## config.mk

```make
export PLATFORM = sky130hd
export DESIGN_NAME = asuw_uart
export DESIGN_NICKNAME = d
export VERILOG_FILES = /design/src/include/asuw_pkg.sv /design/src/hdl/asuw_uart.sv
export VERILOG_INCLUDE_DIRS = /design/src /design/src/include
export SDC_FILE = /design/constraint.sdc
export NUM_CORES = 1
export LEC_CHECK = 0
export BUFFER_PORTS_ARGS = -buffer_cell sky130_fd_sc_hd__buf_2
export CORE_ASPECT_RATIO = 0.8
export CORE_UTILIZATION = 55
export DETAILED_ROUTE_END_ITERATION = 10
export PLACE_DENSITY = 0.89
export SYNTH_ARGS = -nofsm -noshare
export SYNTH_HDL_FRONTEND = slang
export SYNTH_SLANG_ARGS = --single-unit
```

## constraint.sdc

```tcl
create_clock -name sys_clk -period 4.6 [get_ports sys_clk]
set_clock_uncertainty 0.1 [all_clocks]
set_input_delay 0.92 -clock sys_clk [delete_from_list [all_inputs] [get_ports sys_clk]]
set_output_delay 0.92 -clock sys_clk [all_outputs]
set_load 0.01 [all_outputs]
```

## src/include/asuw_regs.svh

```systemverilog
// Register indices, field positions, reset values and timing counts
`ifndef ASUW_REGS_SVH
`define ASUW_REGS_SVH

// Register indices; byte address is four times the index
`define ASUW_IDX_CTRL1 8'h2C
`define ASUW_IDX_CTRL2 8'h2D
`define ASUW_IDX_STATUS 8'h2E
`define ASUW_IDX_DATA 8'h2F

// serial_ctrl1_reg fields
`define ASUW_C1_RX9 7
`define ASUW_C1_TX9 6
`define ASUW_C1_MODE9 4
`define ASUW_C1_WAKE 3

// serial_ctrl2_reg fields
`define ASUW_C2_TXON 3
`define ASUW_C2_RXON 2
`define ASUW_C2_SLEEP 1
`define ASUW_C2_BRK 0

// serial_status_reg fields
`define ASUW_SR_TX_BUFFER_EMPTY 7
`define ASUW_SR_TC 6
`define ASUW_SR_RX_BUFFER_FULL 5
`define ASUW_SR_IDLE 4
`define ASUW_SR_OVR 3
`define ASUW_SR_NF 2
`define ASUW_SR_FE 1

// Reset values
`define ASUW_CTRL1_RST 8'h00
`define ASUW_CTRL2_RST 8'h00
`define ASUW_STATUS_RST 8'hC0

// Sample ticks per bit
`define ASUW_OVERSAMPLE 16

`endif

```

## src/include/asuw_pkg.sv

```systemverilog
// Types shared by the serial block
`default_nettype none
package asuw_pkg;

  typedef enum logic {ASUW_TX_IDLE, ASUW_TX_SEND} asuw_tx_st_t;
  typedef enum logic {ASUW_RX_IDLE, ASUW_RX_BUSY} asuw_rx_st_t;

  typedef struct packed {
    logic wreq;
    logic [7:0] rdata;
    logic rx9;
    logic tx9;
    logic mode9;
    logic wake;
    logic tx_on;
    logic rx_on;
    logic sleep;
    logic brk;
    logic tx_buffer_empty;
    logic tc;
    logic rx_buffer_full;
    logic idle;
    logic ovr;
    logic nf;
    logic fe;
    logic [4:0] rx_snap;
    logic [1:0] tx_snap;
    logic [7:0] tx_buf;
    logic [7:0] rx_buf;
    asuw_tx_st_t tx_st;
    logic [10:0] tx_sh;
    logic tx_fill;
    logic [3:0] tx_bits;
    logic [3:0] tx_tick;
    logic pre_pend;
    logic brk_pend;
    logic txd;
    asuw_rx_st_t rx_st;
    logic [3:0] rx_tick;
    logic [3:0] rx_bits;
    logic [8:0] rx_sh;
    logic smp0;
    logic smp1;
    logic noise;
    logic [7:0] idle_cnt;
    logic idle_arm;
  } asuw_state_t;

endpackage : asuw_pkg
`default_nettype wire

```

## src/hdl/asuw_uart.sv

```systemverilog
// Asynchronous serial transmitter and receiver with wakeup, Avalon-MM slave
//
// Operation
// [RL1] Line idles high; start bit is zero, stop bit is one.
// [RL2] Data bits go onto and come off the line LSB first.
// [RL3] Break is whole frames of zero; sent on request, seen as framing error.
// [RL4] Mode bit picks eight or nine data bits, one start, one stop.
// [RL5] Transmit shifter loads only from the transmit buffer.
// [RL6] Output pin follows the shifter while sending or transmitter is on.
// [RL7] Receive shifter moves each whole word into the receive buffer.
// [RL8] Three samples per bit; majority gives value, disagreement marks noise.
// [RL9] While sleeping no receiver flag can become set.
// [RL10] Software sets sleep; hardware clears it on wakeup; software may clear.
// [RL11] Idle-line wakeup clears sleep once a full idle frame is seen.
// [RL12] Address-mark wakeup clears sleep before the stop bit arrives.
// [RL13] Last data bit of a character marks an address when one.
// [RL14] Wake bit zero selects idle line, one selects address mark.
// [RL15] New character while buffer full sets overrun; new data dropped.
// [RL16] Overrun clears by status read with it set, then data read.
// [RL17] Noise flag raised with buffer full; cleared by status then data read.
// [RL18] Missing stop bit sets framing error together with buffer full.
// [RL19] Framing error plus overrun on one character reports overrun only.
// [RL20] Framing error blocks transfers; cleared by status then data read.
// [RL21] Data address reads receive buffer, writes transmit buffer.
// [RL22] Ninth received bit and ninth transmit bit live in control one.
// [RL23] Transmitter on rising queues one idle frame as preamble.
// [RL24] Buffer-empty flag cleared by status read then data write.
// [RL25] Each send-break write queues a break; breaks repeat while set.
// [RL26] Idle flag sets again only after the line was active.
// [RL27] Sixteen-times baud tick drives both receive sampling and bit timing.
`include "asuw_regs.svh"
`default_nettype none

module asuw_uart #(
  parameter int OVERSAMPLE = `ASUW_OVERSAMPLE
) (
  input wire logic sys_clk,
  input wire logic reset,
  input wire logic [9:0] avs_address,
  input wire logic avs_read,
  input wire logic avs_write,
  input wire logic [31:0] avs_writedata,
  input wire logic [3:0] avs_byteenable,
  output logic [31:0] avs_readdata,
  output logic avs_waitrequest,
  input wire logic baud_tick,
  input wire logic rxd,
  output logic txd
);

  ////////////////////////////////////////////////////////////////////////////
  // Constants

  // Counters are four bits; fewer than eight ticks leave no room to vote
  if (OVERSAMPLE < 8 || OVERSAMPLE > 16) begin : g_bad_osr
    $error("OVERSAMPLE must lie between 8 and 16");
  end

  localparam logic [3:0] SMP0 = 4'(OVERSAMPLE / 2 - 1);
  localparam logic [3:0] SMP1 = 4'(OVERSAMPLE / 2);
  localparam logic [3:0] SMP2 = 4'(OVERSAMPLE / 2 + 1);
  localparam logic [3:0] TLAST = 4'(OVERSAMPLE - 1);
  localparam logic [7:0] IDLE8 = 8'(10 * OVERSAMPLE);
  localparam logic [7:0] IDLE9 = 8'(11 * OVERSAMPLE);
  localparam logic [7:0] C1_RST = `ASUW_CTRL1_RST;
  localparam logic [7:0] C2_RST = `ASUW_CTRL2_RST;
  localparam logic [7:0] SR_RST = `ASUW_STATUS_RST;

  asuw_pkg::asuw_state_t s_r;
  asuw_pkg::asuw_state_t s_nxt;

  ////////////////////////////////////////////////////////////////////////////
  // Bus decode

  logic req;
  logic take;
  logic wr_ok;
  logic hit_c1;
  logic hit_c2;
  logic hit_sr;
  logic hit_dr;
  logic [7:0] rd_mux;
  logic [7:0] wd;
  logic st_rd;
  logic dr_rd;

  assign req = avs_read | avs_write;
  assign take = req & ~s_r.wreq;
  assign wr_ok = take & avs_write & avs_byteenable[0];
  assign wd = avs_writedata[7:0];
  assign hit_c1 = avs_address[9:2] == `ASUW_IDX_CTRL1;
  assign hit_c2 = avs_address[9:2] == `ASUW_IDX_CTRL2;
  assign hit_sr = avs_address[9:2] == `ASUW_IDX_STATUS;
  assign hit_dr = avs_address[9:2] == `ASUW_IDX_DATA;
  assign st_rd = take & avs_read & hit_sr;
  assign dr_rd = take & avs_read & hit_dr;

  always_comb begin
    rd_mux = 8'h00;
    if (hit_c1) begin
      rd_mux[`ASUW_C1_RX9] = s_r.rx9;  // [RL22]
      rd_mux[`ASUW_C1_TX9] = s_r.tx9;
      rd_mux[`ASUW_C1_MODE9] = s_r.mode9;
      rd_mux[`ASUW_C1_WAKE] = s_r.wake;
    end else if (hit_c2) begin
      rd_mux[`ASUW_C2_TXON] = s_r.tx_on;
      rd_mux[`ASUW_C2_RXON] = s_r.rx_on;
      rd_mux[`ASUW_C2_SLEEP] = s_r.sleep;
      rd_mux[`ASUW_C2_BRK] = s_r.brk;
    end else if (hit_sr) begin
      rd_mux[`ASUW_SR_TX_BUFFER_EMPTY] = s_r.tx_buffer_empty;
      rd_mux[`ASUW_SR_TC] = s_r.tc;
      rd_mux[`ASUW_SR_RX_BUFFER_FULL] = s_r.rx_buffer_full;
      rd_mux[`ASUW_SR_IDLE] = s_r.idle;
      rd_mux[`ASUW_SR_OVR] = s_r.ovr;
      rd_mux[`ASUW_SR_NF] = s_r.nf;
      rd_mux[`ASUW_SR_FE] = s_r.fe;
    end else if (hit_dr) begin
      rd_mux = s_r.rx_buf;  // [RL21]
    end
  end

  ////////////////////////////////////////////////////////////////////////////
  // Next state

  logic [3:0] nbits;
  logic [3:0] tx_len;
  logic [7:0] idle_thr;
  logic vote;
  logic nz;

  assign nbits = s_r.mode9 ? 4'h9 : 4'h8;  // [RL4]
  assign tx_len = s_r.mode9 ? 4'hB : 4'hA;
  assign idle_thr = s_r.mode9 ? IDLE9 : IDLE8;
  assign vote = (s_r.smp0 & s_r.smp1) | (s_r.smp0 & rxd) | (s_r.smp1 & rxd);  // [RL8]
  assign nz = ~((s_r.smp0 == s_r.smp1) && (s_r.smp1 == rxd));

  always_comb begin
    s_nxt = s_r;

    // Bus handshake: one wait cycle, then accept
    // Read data loads in the wait cycle and stands at the accept edge
    s_nxt.wreq = ~(req & s_r.wreq);
    if (req & s_r.wreq) begin
      s_nxt.rdata = rd_mux;
    end

    //////////////////////////////////////////////////////////////////////////
    // Register writes

    if (wr_ok && hit_c1) begin
      s_nxt.tx9 = wd[`ASUW_C1_TX9];  // [RL22]
      s_nxt.mode9 = wd[`ASUW_C1_MODE9];
      s_nxt.wake = wd[`ASUW_C1_WAKE];  // [RL14]
    end
    if (wr_ok && hit_c2) begin
      s_nxt.tx_on = wd[`ASUW_C2_TXON];
      s_nxt.rx_on = wd[`ASUW_C2_RXON];
      s_nxt.sleep = wd[`ASUW_C2_SLEEP];  // [RL10]
      s_nxt.brk = wd[`ASUW_C2_BRK];
      if (wd[`ASUW_C2_TXON] && !s_r.tx_on) begin
        s_nxt.pre_pend = 1'b1;  // [RL23]
      end
      if (wd[`ASUW_C2_BRK]) begin
        s_nxt.brk_pend = 1'b1;  // [RL25]
      end
    end
    if (wr_ok && hit_dr) begin
      s_nxt.tx_buf = wd;  // [RL21]
      if (s_r.tx_snap[1]) begin
        s_nxt.tx_buffer_empty = 1'b0;  // [RL24]
      end
      if (s_r.tx_snap[0]) begin
        s_nxt.tc = 1'b0;
      end
      s_nxt.tx_snap = 2'h0;
    end

    // Snapshot of what software saw, so only flags it read get cleared
    if (st_rd) begin
      s_nxt.rx_snap = {s_r.rdata[`ASUW_SR_RX_BUFFER_FULL], s_r.rdata[`ASUW_SR_IDLE], s_r.rdata[`ASUW_SR_OVR],
                       s_r.rdata[`ASUW_SR_NF], s_r.rdata[`ASUW_SR_FE]};
      s_nxt.tx_snap = {s_r.rdata[`ASUW_SR_TX_BUFFER_EMPTY], s_r.rdata[`ASUW_SR_TC]};
    end
    if (dr_rd) begin
      if (s_r.rx_snap[4]) s_nxt.rx_buffer_full = 1'b0;
      if (s_r.rx_snap[3]) s_nxt.idle = 1'b0;
      if (s_r.rx_snap[2]) s_nxt.ovr = 1'b0;  // [RL16]
      if (s_r.rx_snap[1]) s_nxt.nf = 1'b0;  // [RL17]
      if (s_r.rx_snap[0]) s_nxt.fe = 1'b0;  // [RL20]
      s_nxt.rx_snap = 5'h00;
    end

    //////////////////////////////////////////////////////////////////////////
    // Transmitter; hardware sets come after bus clears so they win

    unique case (s_r.tx_st)
      asuw_pkg::ASUW_TX_IDLE: begin
        s_nxt.tx_sh = 11'h7FF;
        if (s_r.tx_on) begin
          s_nxt.tx_tick = 4'h0;
          s_nxt.tx_bits = 4'h0;
          if (s_r.pre_pend) begin
            s_nxt.tx_sh = 11'h7FF;  // [RL23]
            s_nxt.tx_fill = 1'b1;
            s_nxt.pre_pend = 1'b0;
            s_nxt.tx_st = asuw_pkg::ASUW_TX_SEND;
          end else if (s_r.brk || s_r.brk_pend) begin
            s_nxt.tx_sh = 11'h000;  // [RL3] [RL25]
            s_nxt.tx_fill = 1'b0;
            s_nxt.brk_pend = 1'b0;
            s_nxt.tx_st = asuw_pkg::ASUW_TX_SEND;
          end else if (!s_r.tx_buffer_empty) begin
            // Stop, ninth, data, start; shifted out from bit 0
            if (s_r.mode9) begin
              s_nxt.tx_sh = {1'b1, s_r.tx9, s_r.tx_buf, 1'b0};  // [RL1] [RL2] [RL5] [RL22]
            end else begin
              s_nxt.tx_sh = {2'h3, s_r.tx_buf, 1'b0};  // [RL1] [RL2] [RL5]
            end
            s_nxt.tx_fill = 1'b1;
            s_nxt.tx_buffer_empty = 1'b1;
            s_nxt.tx_st = asuw_pkg::ASUW_TX_SEND;
          end
        end
      end
      asuw_pkg::ASUW_TX_SEND: begin
        if (baud_tick) begin  // [RL27]
          if (s_r.tx_tick == TLAST) begin
            s_nxt.tx_tick = 4'h0;
            s_nxt.tx_sh = {s_r.tx_fill, s_r.tx_sh[10:1]};
            if (s_r.tx_bits == tx_len - 4'h1) begin
              s_nxt.tx_bits = 4'h0;
              if (s_r.tx_fill || !s_r.brk) begin
                s_nxt.tx_sh = 11'h7FF;
              end else begin
                // Held break keeps the line low into the next break frame
                s_nxt.tx_sh = 11'h000;  // [RL3] [RL25]
              end
              s_nxt.tx_st = asuw_pkg::ASUW_TX_IDLE;
            end else begin
              s_nxt.tx_bits = s_r.tx_bits + 4'h1;
            end
          end else begin
            s_nxt.tx_tick = s_r.tx_tick + 4'h1;
          end
        end
      end
    endcase

    if (s_nxt.tx_st == asuw_pkg::ASUW_TX_IDLE && s_nxt.tx_buffer_empty && !s_nxt.pre_pend
        && !s_nxt.brk_pend && !s_nxt.brk) begin
      s_nxt.tc = 1'b1;
    end
    // Idle shifter holds ones, so an enabled idle line rests high; a disabled one is forced high
    if (s_nxt.tx_st == asuw_pkg::ASUW_TX_SEND || s_nxt.tx_on) begin
      s_nxt.txd = s_nxt.tx_sh[0];  // [RL6]
    end else begin
      s_nxt.txd = 1'b1;  // [RL1]
    end

    //////////////////////////////////////////////////////////////////////////
    // Receiver

    if (!s_r.rx_on) begin
      s_nxt.rx_st = asuw_pkg::ASUW_RX_IDLE;
      s_nxt.rx_tick = 4'h0;
      s_nxt.rx_bits = 4'h0;
      s_nxt.idle_cnt = 8'h00;
    end else if (baud_tick) begin  // [RL27]
      unique case (s_r.rx_st)
        asuw_pkg::ASUW_RX_IDLE: begin
          if (!rxd) begin
            s_nxt.rx_st = asuw_pkg::ASUW_RX_BUSY;
            s_nxt.rx_tick = 4'h1;
            s_nxt.rx_bits = 4'h0;
            s_nxt.noise = 1'b0;
            s_nxt.idle_cnt = 8'h00;
            s_nxt.idle_arm = 1'b1;  // [RL26]
          end else if (s_r.idle_cnt != idle_thr) begin
            // Counter stops at the threshold; the arm bit allows one report per quiet spell
            s_nxt.idle_cnt = s_r.idle_cnt + 8'h01;
            if (s_r.idle_cnt + 8'h01 == idle_thr && s_r.idle_arm) begin
              s_nxt.idle_arm = 1'b0;  // [RL26]
              if (s_r.sleep && !s_r.wake) begin
                s_nxt.sleep = 1'b0;  // [RL10] [RL11] [RL14]
              end else if (!s_r.sleep) begin
                s_nxt.idle = 1'b1;  // [RL9]
              end
            end
          end
        end
        asuw_pkg::ASUW_RX_BUSY: begin
          s_nxt.rx_tick = (s_r.rx_tick == TLAST) ? 4'h0 : s_r.rx_tick + 4'h1;
          if (s_r.rx_tick == TLAST) begin
            s_nxt.rx_bits = s_r.rx_bits + 4'h1;
          end
          if (s_r.rx_tick == SMP0) begin
            s_nxt.smp0 = rxd;
          end
          if (s_r.rx_tick == SMP1) begin
            s_nxt.smp1 = rxd;
          end
          if (s_r.rx_tick == SMP2) begin
            s_nxt.noise = s_r.noise | nz;  // [RL8] [RL17]
            if (s_r.rx_bits == 4'h0) begin
              // Start bit voted high: a glitch, not a frame
              if (vote) begin
                s_nxt.rx_st = asuw_pkg::ASUW_RX_IDLE;
              end
            end else if (s_r.rx_bits <= nbits) begin
              s_nxt.rx_sh = {vote, s_r.rx_sh[8:1]};  // [RL2]
              if (s_r.rx_bits == nbits && s_r.wake && s_r.sleep && vote) begin
                s_nxt.sleep = 1'b0;  // [RL12] [RL13] [RL14] [RL10]
              end
            end else begin
              s_nxt.rx_st = asuw_pkg::ASUW_RX_IDLE;
              if (!s_nxt.sleep) begin  // [RL9]
                // Overrun is tested first so a character with both errors reports overrun only
                if (s_r.rx_buffer_full) begin
                  s_nxt.ovr = 1'b1;  // [RL15] [RL19]
                end else if (!s_r.fe) begin  // [RL20]
                  s_nxt.rx_buf = s_r.mode9 ? s_r.rx_sh[7:0] : s_r.rx_sh[8:1];  // [RL7]
                  if (s_r.mode9) begin
                    s_nxt.rx9 = s_r.rx_sh[8];  // [RL22]
                  end
                  s_nxt.rx_buffer_full = 1'b1;
                  s_nxt.fe = ~vote;  // [RL18] [RL1] [RL3]
                  s_nxt.nf = s_r.noise | nz;  // [RL17]
                end
              end
            end
          end
        end
      endcase
    end
  end

  ////////////////////////////////////////////////////////////////////////////
  // State register

  always_ff @(posedge sys_clk) begin
    if (reset) begin
      s_r <= '0;
      s_r.wreq <= 1'b1;
      s_r.rx9 <= C1_RST[`ASUW_C1_RX9];
      s_r.tx9 <= C1_RST[`ASUW_C1_TX9];
      s_r.mode9 <= C1_RST[`ASUW_C1_MODE9];
      s_r.wake <= C1_RST[`ASUW_C1_WAKE];
      s_r.tx_on <= C2_RST[`ASUW_C2_TXON];
      s_r.rx_on <= C2_RST[`ASUW_C2_RXON];
      s_r.sleep <= C2_RST[`ASUW_C2_SLEEP];
      s_r.brk <= C2_RST[`ASUW_C2_BRK];
      s_r.tx_buffer_empty <= SR_RST[`ASUW_SR_TX_BUFFER_EMPTY];
      s_r.tc <= SR_RST[`ASUW_SR_TC];
      s_r.rx_buffer_full <= SR_RST[`ASUW_SR_RX_BUFFER_FULL];
      s_r.idle <= SR_RST[`ASUW_SR_IDLE];
      s_r.ovr <= SR_RST[`ASUW_SR_OVR];
      s_r.nf <= SR_RST[`ASUW_SR_NF];
      s_r.fe <= SR_RST[`ASUW_SR_FE];
      s_r.tx_st <= asuw_pkg::ASUW_TX_IDLE;
      s_r.rx_st <= asuw_pkg::ASUW_RX_IDLE;
      s_r.tx_sh <= 11'h7FF;
      s_r.txd <= 1'b1;
      s_r.idle_arm <= 1'b1;
    end else begin
      s_r <= s_nxt;
    end
  end

  assign avs_readdata = {24'h000000, s_r.rdata};
  assign avs_waitrequest = s_r.wreq;
  assign txd = s_r.txd;

endmodule : asuw_uart
`default_nettype wire

```

; ---- Word-level counts from Yosys, hierarchy flattened
; Index checks and enable logic that the tools add are counted.
[word_totals]
ramBits = 0
rom_bits = 0
latch_bits = 0
word_cells = 242
n_memories = 0
input_bits = 52
regBits = 101
output_inout_bits = 34
[classes]
muxes = 100
bitwise = 28
reduce_logical = 44
multipliers = 0
magnitude_cmp = 1
div = 0
n_shift = 0
n_eq_ne = 24
add_sub_neg = 6
[op_table]
columns = operator, count
row1 = 1-bit two-way mux, 52
row2 = 13-bit two-way mux, 3
row3 = 12-bit two-way mux, 3
row4 = "8-bit by 6-bit == test with 1-bit output, second input constant", 4
row5 = 4-bit two-way mux, 8
row6 = 10-bit two-way mux, 3
row7 = 9-bit two-way mux, 3
row8 = 8-bit two-way mux, 3
row9 = 12-bit case mux with 2 select lines, 1
row10 = 23-bit two-way mux, 1
row11 = 3-bit two-way mux, 6
row12 = 9-bit case mux with 2 select lines, 1
row13 = "4-bit by 1-bit adder with 4-bit output, second input constant", 4
row14 = "4-bit == test, second input constant", 4
row15 = 8-bit case mux with 2 select lines, 1
row16 = 5-bit two-way mux, 3
row17 = 1-bit logical AND, 14
row18 = 2-bit two-way mux, 7
row19 = 7-bit two-way mux, 2
row20 = 1-bit inverter, 14
row21 = 3-bit AND reduction, 4
row22 = 4-bit AND reduction, 3
row23 = 11-bit two-way mux, 1
row24 = 1-bit bitwise AND, 10
row25 = other kinds (23), 48

; ---- Logic depth before layout (Yosys ltp)
; Gate-level depths: netlist (run 1).
[depth]
depth_word = 17
ltp_mapped = 8
ltp_nobuf = 7

; ---- Worst setup path after synthesis (run 1)
; OpenSTA, ideal clock, no wires.
[synth_timing]
path_type = input -> register
from = input port avs_address[6]
to = register s_r[77] in the netlist's numbering
path_stages = 7
path_buffers = 2
arrival_time_ps = 2611
slack_ps = 1762
setup_time_ps = 128
required_ps = 4372
cell_sequence = or4b_4 -> buf_6 -> or4_4 -> and4_4 -> buf_6 -> a22oi_2 -> nor2_1
[synth_between]
elab_chain_cells = 12
word_cells_on_any_way = 15
classes_between = 2 x eq/ne / 11 x mux / 1 x bitwise / 1 x reduce/logical
[synth_lines]
columns = item, line_no
row1 = start: declaration, asuw_uart.sv:39  ; input wire logic [9:0] avs_address,
row2 = 8-bit by 6-bit == test with 1-bit output (no line), -
row3 = 1-bit bitwise AND, asuw_uart.sv:96  ; assign dr_rd = take & avs_read & hit_dr;
row4 = 10-bit two-way mux, asuw_uart.sv:185  ; if (dr_rd) begin
row5 = 2-bit two-way mux, asuw_uart.sv:321  ; end else if (!s_r.fe) begin
row6 = 2-bit two-way mux, asuw_uart.sv:319  ; if (s_r.rx_buffer_full) begin
row7 = 3-bit two-way mux, asuw_uart.sv:317  ; if (!s_nxt.sleep) begin
row8 = 3-bit two-way mux, asuw_uart.sv:310  ; end else if (s_r.rx_bits <= nbits) begin
row9 = 3-bit two-way mux, asuw_uart.sv:305  ; if (s_r.rx_bits == 4'h0) begin
row10 = 3-bit two-way mux, asuw_uart.sv:303  ; if (s_r.rx_tick == SMP2) begin
row11 = 3-bit two-way mux, asuw_uart.sv:270  ; unique case (s_r.rx_st)
row12 = 5-bit two-way mux, asuw_uart.sv:269  ; end else if (baud_tick) begin
row13 = 5-bit two-way mux (*), asuw_uart.sv:264  ; if (!s_r.rx_on) begin
row14 = end signal: assignment, asuw_uart.sv:366  ; s_r <= s_nxt;
row15 = end: declaration, asuw_uart.sv:69  ; asuw_pkg::asuw_state_t s_r;
; Every way passes the cells marked *; elsewhere a longest branch is shown, timed or not.
; A chain may end at the register's enable or synchronous reset.

; ---- Worst setup path after layout (run 1)
[layout_timing]
from = input port avs_address[6]
to = register s_r[79] in the netlist's numbering
[layout_between]
elab_chain_cells = 11
word_cells_on_any_way = 14
classes_between = 2 x eq/ne / 10 x mux / 1 x bitwise / 1 x reduce/logical
[layout_lines]
columns = item, line_no
row1 = 8-bit by 6-bit == test with 1-bit output (no line), -
row2 = 1-bit bitwise AND, asuw_uart.sv:96
row3 = 10-bit two-way mux, asuw_uart.sv:185
row4 = 1-bit two-way mux, asuw_uart.sv:319
row5 = 3-bit two-way mux, asuw_uart.sv:317
row6 = 3-bit two-way mux, asuw_uart.sv:310
row7 = 3-bit two-way mux, asuw_uart.sv:305
row8 = 3-bit two-way mux, asuw_uart.sv:303
row9 = 3-bit two-way mux, asuw_uart.sv:270
row10 = 5-bit two-way mux, asuw_uart.sv:269
row11 = 5-bit two-way mux (*), asuw_uart.sv:264
; Marks and branches as above.

==> results.json, run 1 <==
{
  "fin_cells": 732,
  "ctsResizeCount": 0,
  "antenna_found_initial": 0,
  "grt_max_degree": 75,
  "outcome": "finished with violations",
  "clock_path_buffers": 2,
  "vias": 4429,
  "vias_per_cell": 6.05,
  "p_leak_nw": 2.05,
  "r2r-end": "s_r[20]",
  "tns_ns": 0,
  "async_reset_ff_share_pct": 0,
  "finalSetupViolations": 0,
  "synth_cell_type_count": 61,
  "io_buffers": 32,
  "ctsHoldBuffers": 0,
  "yosys-top-cells-count": "dfxtp_1, nor2_1, mux2i_1",
  "worstHoldEndpoint": "s_r[9]",
  "drive_above_1_share_pct": 13.1,
  "r2r_slack_ns": 2.09,
  "grt_pass1_wl_mm": 19.1,
  "hold_path.class": "reg -> reg",
  "slew_headroom_pct": 27.4,
  "drtAntennaViolNets": 0,
  "die_area_mm2": 0.00995,
  "syn_to_final_growth_pct": 6.74,
  "holdWs_ns": 0.386,
  "dr.pass1.iters": 8,
  "p_per_area_mw_per_mm2": 306,
  "seq_area_frac_synth_pct": 38.5,
  "setup_slack_ns": 1.84,
  "cap_violations": 0,
  "crit_required_ns": 4.72,
  "die_y_um": 89.4,
  "routabilityCongestion": 0.902,
  "coreArea_mm2": 0.00915,
  "drt-initial-drc-count": 412,
  "rsz0062_at_grt": "false",
  "syn-cell-area_mm2": 0.00525,
  "ys_ff_latch": 101,
  "synth_edf_count": 0,
  "initial_core_util_pct": 57.4,
  "nFillCells": 751,
  "nNetsFinal": 677,
  "hpwl_mm": 7.98,
  "cts_tree": "done",
  "period_share_pct": 60.1,
  "post-route-drc-count": 4,
  "crit_fanout": 10,
  "grt.total_usage_pct": 23.8,
  "critical_path_class": "in -> reg",
  "antennaDiodeCount": 0,
  "synth_top_area_share_pct": 38.5,
  "hp-start": "s_r[9]",
  "die_w_um": 111,
  "clock_latency_ns": 0.35,
  "grt_pass1_vias": 4066,
  "finalHoldViolations": 0,
  "hold_path_depth": 2,
  "r2r_start": "s_r[89]",
  "fmax_mhz": 362,
  "worstPathArrival_ns": 2.88,
  "peakVddDrop_mv": 0.170,
  "pre_cts_slack_ns": 1.52,
  "worstSetupStartpointType": "input port",
  "cp-end-kind": "flip-flop",
  "cts-root-buf": "clkbuf_16",
  "synth.most_common_cell": "dfxtp_1",
  "place.detailed.instances": 716,
  "tightestPinTransition_ns": 1.09,
  "synth_area_per_cell_um2": 8.68,
  "synth_cells": 605,
  "ys.flop_type": "dfxtp_1",
  "design.portCount": 86,
  "postCtsSetupBuffers": 0,
  "synth_area_leader_cell": "dfxtp_1",
  "final.min_clock_period_ns": 2.76,
  "multi_input_area_mm2": 0.00287,
  "routed_wl_mm": 11.5,
  "yosysWarnings": 0,
  "routedWlPerCell_um": 15.7,
  "yosys-top-cells-area": "dfxtp_1, mux2i_1, nor2_1",
  "overflow": 0,
  "numCtsBuffers": 9,
  "violations": "DRC",
  "clock_sinks": 101,
  "cts_htree_levels": 3,
  "reg2regPathDepth": 7,
  "layout.area.seq_mm2": 0.00202,
  "clkTransAtPathRegs_ns": 0.07,
  "placementRows": 31,
  "finalMaxSlewViolations": 0
}
[per-stage QoR]
step / power [W] / utilization, % / instance area [um^2]
finish: 0.00172 / 61.2 / 5610
floorplan: 0.000957 / - / 5340
global placement: 0.000961 / 57.9 / 5300
detailed placement: 0.000964 / 57.9 / 5300
CTS: 0.00172 / 61.2 / 5610
global route: 0.00177 / 61.2 / 5610
[logic make-up (layout without fill, tap and decap cells)]
| kind of cell | after synthesis | after routing | synth area share, % |
|---|---|---|---|
| and+or+nand+nor | 227 | 227 | 22.9 |
| adders and majority gates | 13 | 13 | 3.10 |
| AOI/OAI and AO/OA | 131 | 131 | 17.0 |
| muxes | 47 | 47 | 9.19 |
| DFF | 101 | 101 | 38.5 |
| buffers and inverters | 81 | 70 | 8.58 |
| other | 1 | 24 | 0.0714 |
| xor gates and xnor gates | 4 | 4 | 0.667 |
[cell type report]
cell class | instances | area share, %
multi-input combinational | 446 | 51.2
sequential | 101 | 36.1
clock buffer | 11 | 4.33
timing repair buffer | 38 | 3.66
tap | 115 | 2.57
clock inverter | 5 | 1.07
inverter | 16 | 1.07
[where the power goes]
group	switching [W]	internal (W)
clock	0.000334	0.000438
sequential	0.00000199	0.000875
combinational	0.0000498	0.0000185
total	0.000385	0.00133
[worst max-delay path: stages]
cell	delay (ns)
buf_2	0.10
or4b_4	0.62
nor4_2	0.81
nand2_1	0.17
a22oi_1	0.21
nor2_1	0.06
[per-layer routing]
metal | wire length [um] | track usage, %
met1 | 4920 | 29.6
met5 | 0 | 0
met4 | 133 | 7.49
met3 | 687 | 6.17
met2 | 5760 | 41.1
[sequential cells by signal, indices dropped and copies added, names as in the netlist]
name	cells
avs_readdata	8
avs_waitrequest	1
s_r	91
txd	1
[cells in the final DEF (no fill, tap or decap), types with 8 or more instances in the layout]
cell         n
inv_1       16
o21ai_0     33
a22oi_1     11
conb_1      24
clkbuf_16    9
nand3_1     15
nor3_1      17
nand2_1     22
a31oi_1      8
mux2i_1     46
buf_2       32
ha_1        13
nand2b_1    17
nor2_1      87
a21oi_1     31
dfxtp_1    101
a221oi_1     9
a211oi_2     8
nand4_1     11
[how the worst max path moves through the flow]
stage,cells past startpoint,end,slack [ns],from
6_report,6,s_r[79],1.84,avs_address[6]
5_1_grt,6,s_r[77],1.80,avs_address[6]
4_1_cts,6,s_r[79],1.88,avs_address[6]
3_5_place_dp,6,s_r[79],1.52,avs_address[6]
3_3_place_gp,5,s_r[80],1.64,avs_address[6]
2_1_floorplan,7,s_r[77],1.76,avs_address[6]
(Power assumes the default switching activity.)
==> run 2, diff against run 1 <==
- CORE_UTILIZATION: 55 -> 51
- PLACE_DENSITY: 0.89 -> 0.87
- clock period: 4.6 -> 2.2 ns (I/O delays scaled with it)
==> run 2 against run 1 <==
Against the previous run:
- the flow now finishes without violations
- worst hold slack worse by 0.15 ns
- combinational power increased by 130%
- critical endpoint is now s_r[57]
- register-to-register slack worse by 1.9 ns
- non-clock buffer count is 27 higher
==> results.json, run 2 (synthesis gave the netlist of run 1 again) <==
{
  "nFillCells": 806,
  "drtAntennaViolNets": 0,
  "initial_core_util_pct": 53.5,
  "syn_to_final_growth_pct": 11.3,
  "nNetsFinal": 704,
  "worstSetupStartpointType": "input port",
  "numCtsBuffers": 9,
  "grt_pass1_wl_mm": 19.7,
  "final.min_clock_period_ns": 2.07,
  "fmax_mhz": 483,
  "grt_max_degree": 52,
  "clock_path_buffers": 2,
  "p_per_area_mw_per_mm2": 595,
  "finalMaxSlewViolations": 0,
  "vias_per_cell": 5.85,
  "antenna_found_initial": 0,
  "top_register": "s_r",
  "rsz0062_at_grt": "false",
  "drt-initial-drc-count": 401,
  "dr.pass1.iters": 5,
  "coreArea_mm2": 0.00981,
  "cts_tree": "done",
  "die_y_um": 92.8,
  "slew_headroom_pct": 36.5,
  "antennaDiodeCount": 0,
  "tightestPinTransition_ns": 0.947,
  "crit_required_ns": 2.37,
  "clock_latency_ns": 0.35,
  "routedWlPerCell_um": 15.6,
  "worstPathArrival_ns": 2.24,
  "postCtsSetupBuffers": 0,
  "vias": 4562,
  "layout.area.seq_mm2": 0.00202,
  "hpwl_mm": 8.77,
  "placementRows": 32,
  "clock_sinks": 101,
  "peakVddDrop_mv": 0.382,
  "design.portCount": 86,
  "fin_area_mm2": 0.00585,
  "finalHoldViolations": 0,
  "die_w_um": 115,
  "dpl_cell_area_mm2": 0.00555,
  "cts-root-buf": "clkbuf_16",
  "critical_path_class": "in -> reg",
  "largest_reg_flops": 91,
  "mostFrequentLayoutCells": "dfxtp_1, nor2_1, mux2i_1",
  "final_common_cell": "dfxtp_1",
  "outcome": "completed",
  "p_leak_nw": 2.18,
  "drive_above_1_share_pct": 17.2,
  "pre_cts_slack_ns": -0.264,
  "cp-end-kind": "flip-flop",
  "cap_violations": 0,
  "clkTransAtPathRegs_ns": 0.07,
  "finalSetupViolations": 0,
  "grt_pass1_vias": 4275,
  "die_area_mm2": 0.0107,
  "io_buffers": 32,
  "setup_slack_ns": 0.128,
  "routabilityCongestion": 0.882,
  "cts_htree_levels": 3,
  "post-route-drc-count": 0,
  "tns_ns": 0,
  "period_share_pct": 94.2,
  "routed_wl_mm": 12.2,
  "crit_fanout": 20,
  "grt.total_usage_pct": 23.2,
  "hold_path.class": "in -> reg",
  "overflow": 0,
  "multi_input_area_mm2": 0.00290
}
==> run 2: worst max-delay path, stage by stage <==
cell and delay (ns):
buf_2 0.09, or4b_4 0.58, o41ai_4 0.36, and4_4 0.46, nor2_1 0.10, a211oi_2 0.21
==> run 2: worst paths after layout <==
check / start / end / slack, ns / cells past startpoint
worst max register to register: s_r[21] / s_r[57] / 0.15 / 7
worst min-delay path: avs_writedata[7] / s_r[69] / 0.23 / 3
worst max-delay path: avs_address[6] / s_r[57] / 0.13 / 6
worst min register to register: s_r[66] / s_r[66] / 0.39 / 2
==> run 2: report_power, final <==
| part | internal (W) | switching (W) | total (W) |
|---|---|---|---|
| Combinational | 0.0000498 | 0.000110 | 0.000160 |
| Clock | 0.000777 | 0.000708 | 0.00148 |
| Sequential | 0.00183 | 0.00000454 | 0.00183 |
==> run 2: metrics by stage <==
stage          util, %  hold slack (ns)  cells  power (W)
3_5_place_dp      56.6            0.372    764    0.00203
3_3_place_gp      56.6            0.365    764    0.00202
6_report          59.6            0.232    780    0.00348
4_1_cts           59.4            0.232    780    0.00349
2_1_floorplan        -            0.338    628    0.00200
5_1_grt           59.6            0.253    780    0.00359
==> run 2: layout make-up <==
type	count	share of cell area, %
clock buffers	10	3.92
flip-flops and latches	101	34.6
repair buffers	65	7.19
inverters	16	1.03
multi-input cells	446	49.6
clock inverters	6	0.792
well taps	136	2.91
==> run 2: routing by layer <==
| layer | up-vias | GRT usage (%) | part of all wire (%) |
|---|---|---|---|
| met2 | 131 | 39.7 | 49 |
| met4 | 0 | 7.90 | 1.6 |
| met3 | 18 | 5.82 | 5.5 |
| li1 | 2187 | - | - |
| met1 | 2226 | 28.2 | 44 |
| met5 | - | 0 | 0 |
==> run 2: what timing repair did <==
action | 4_1_cts | 5_1_grt
setup endpoints to repair | 0 | 9
hold buffers | 0 | 0
resized for setup | 0 | 3
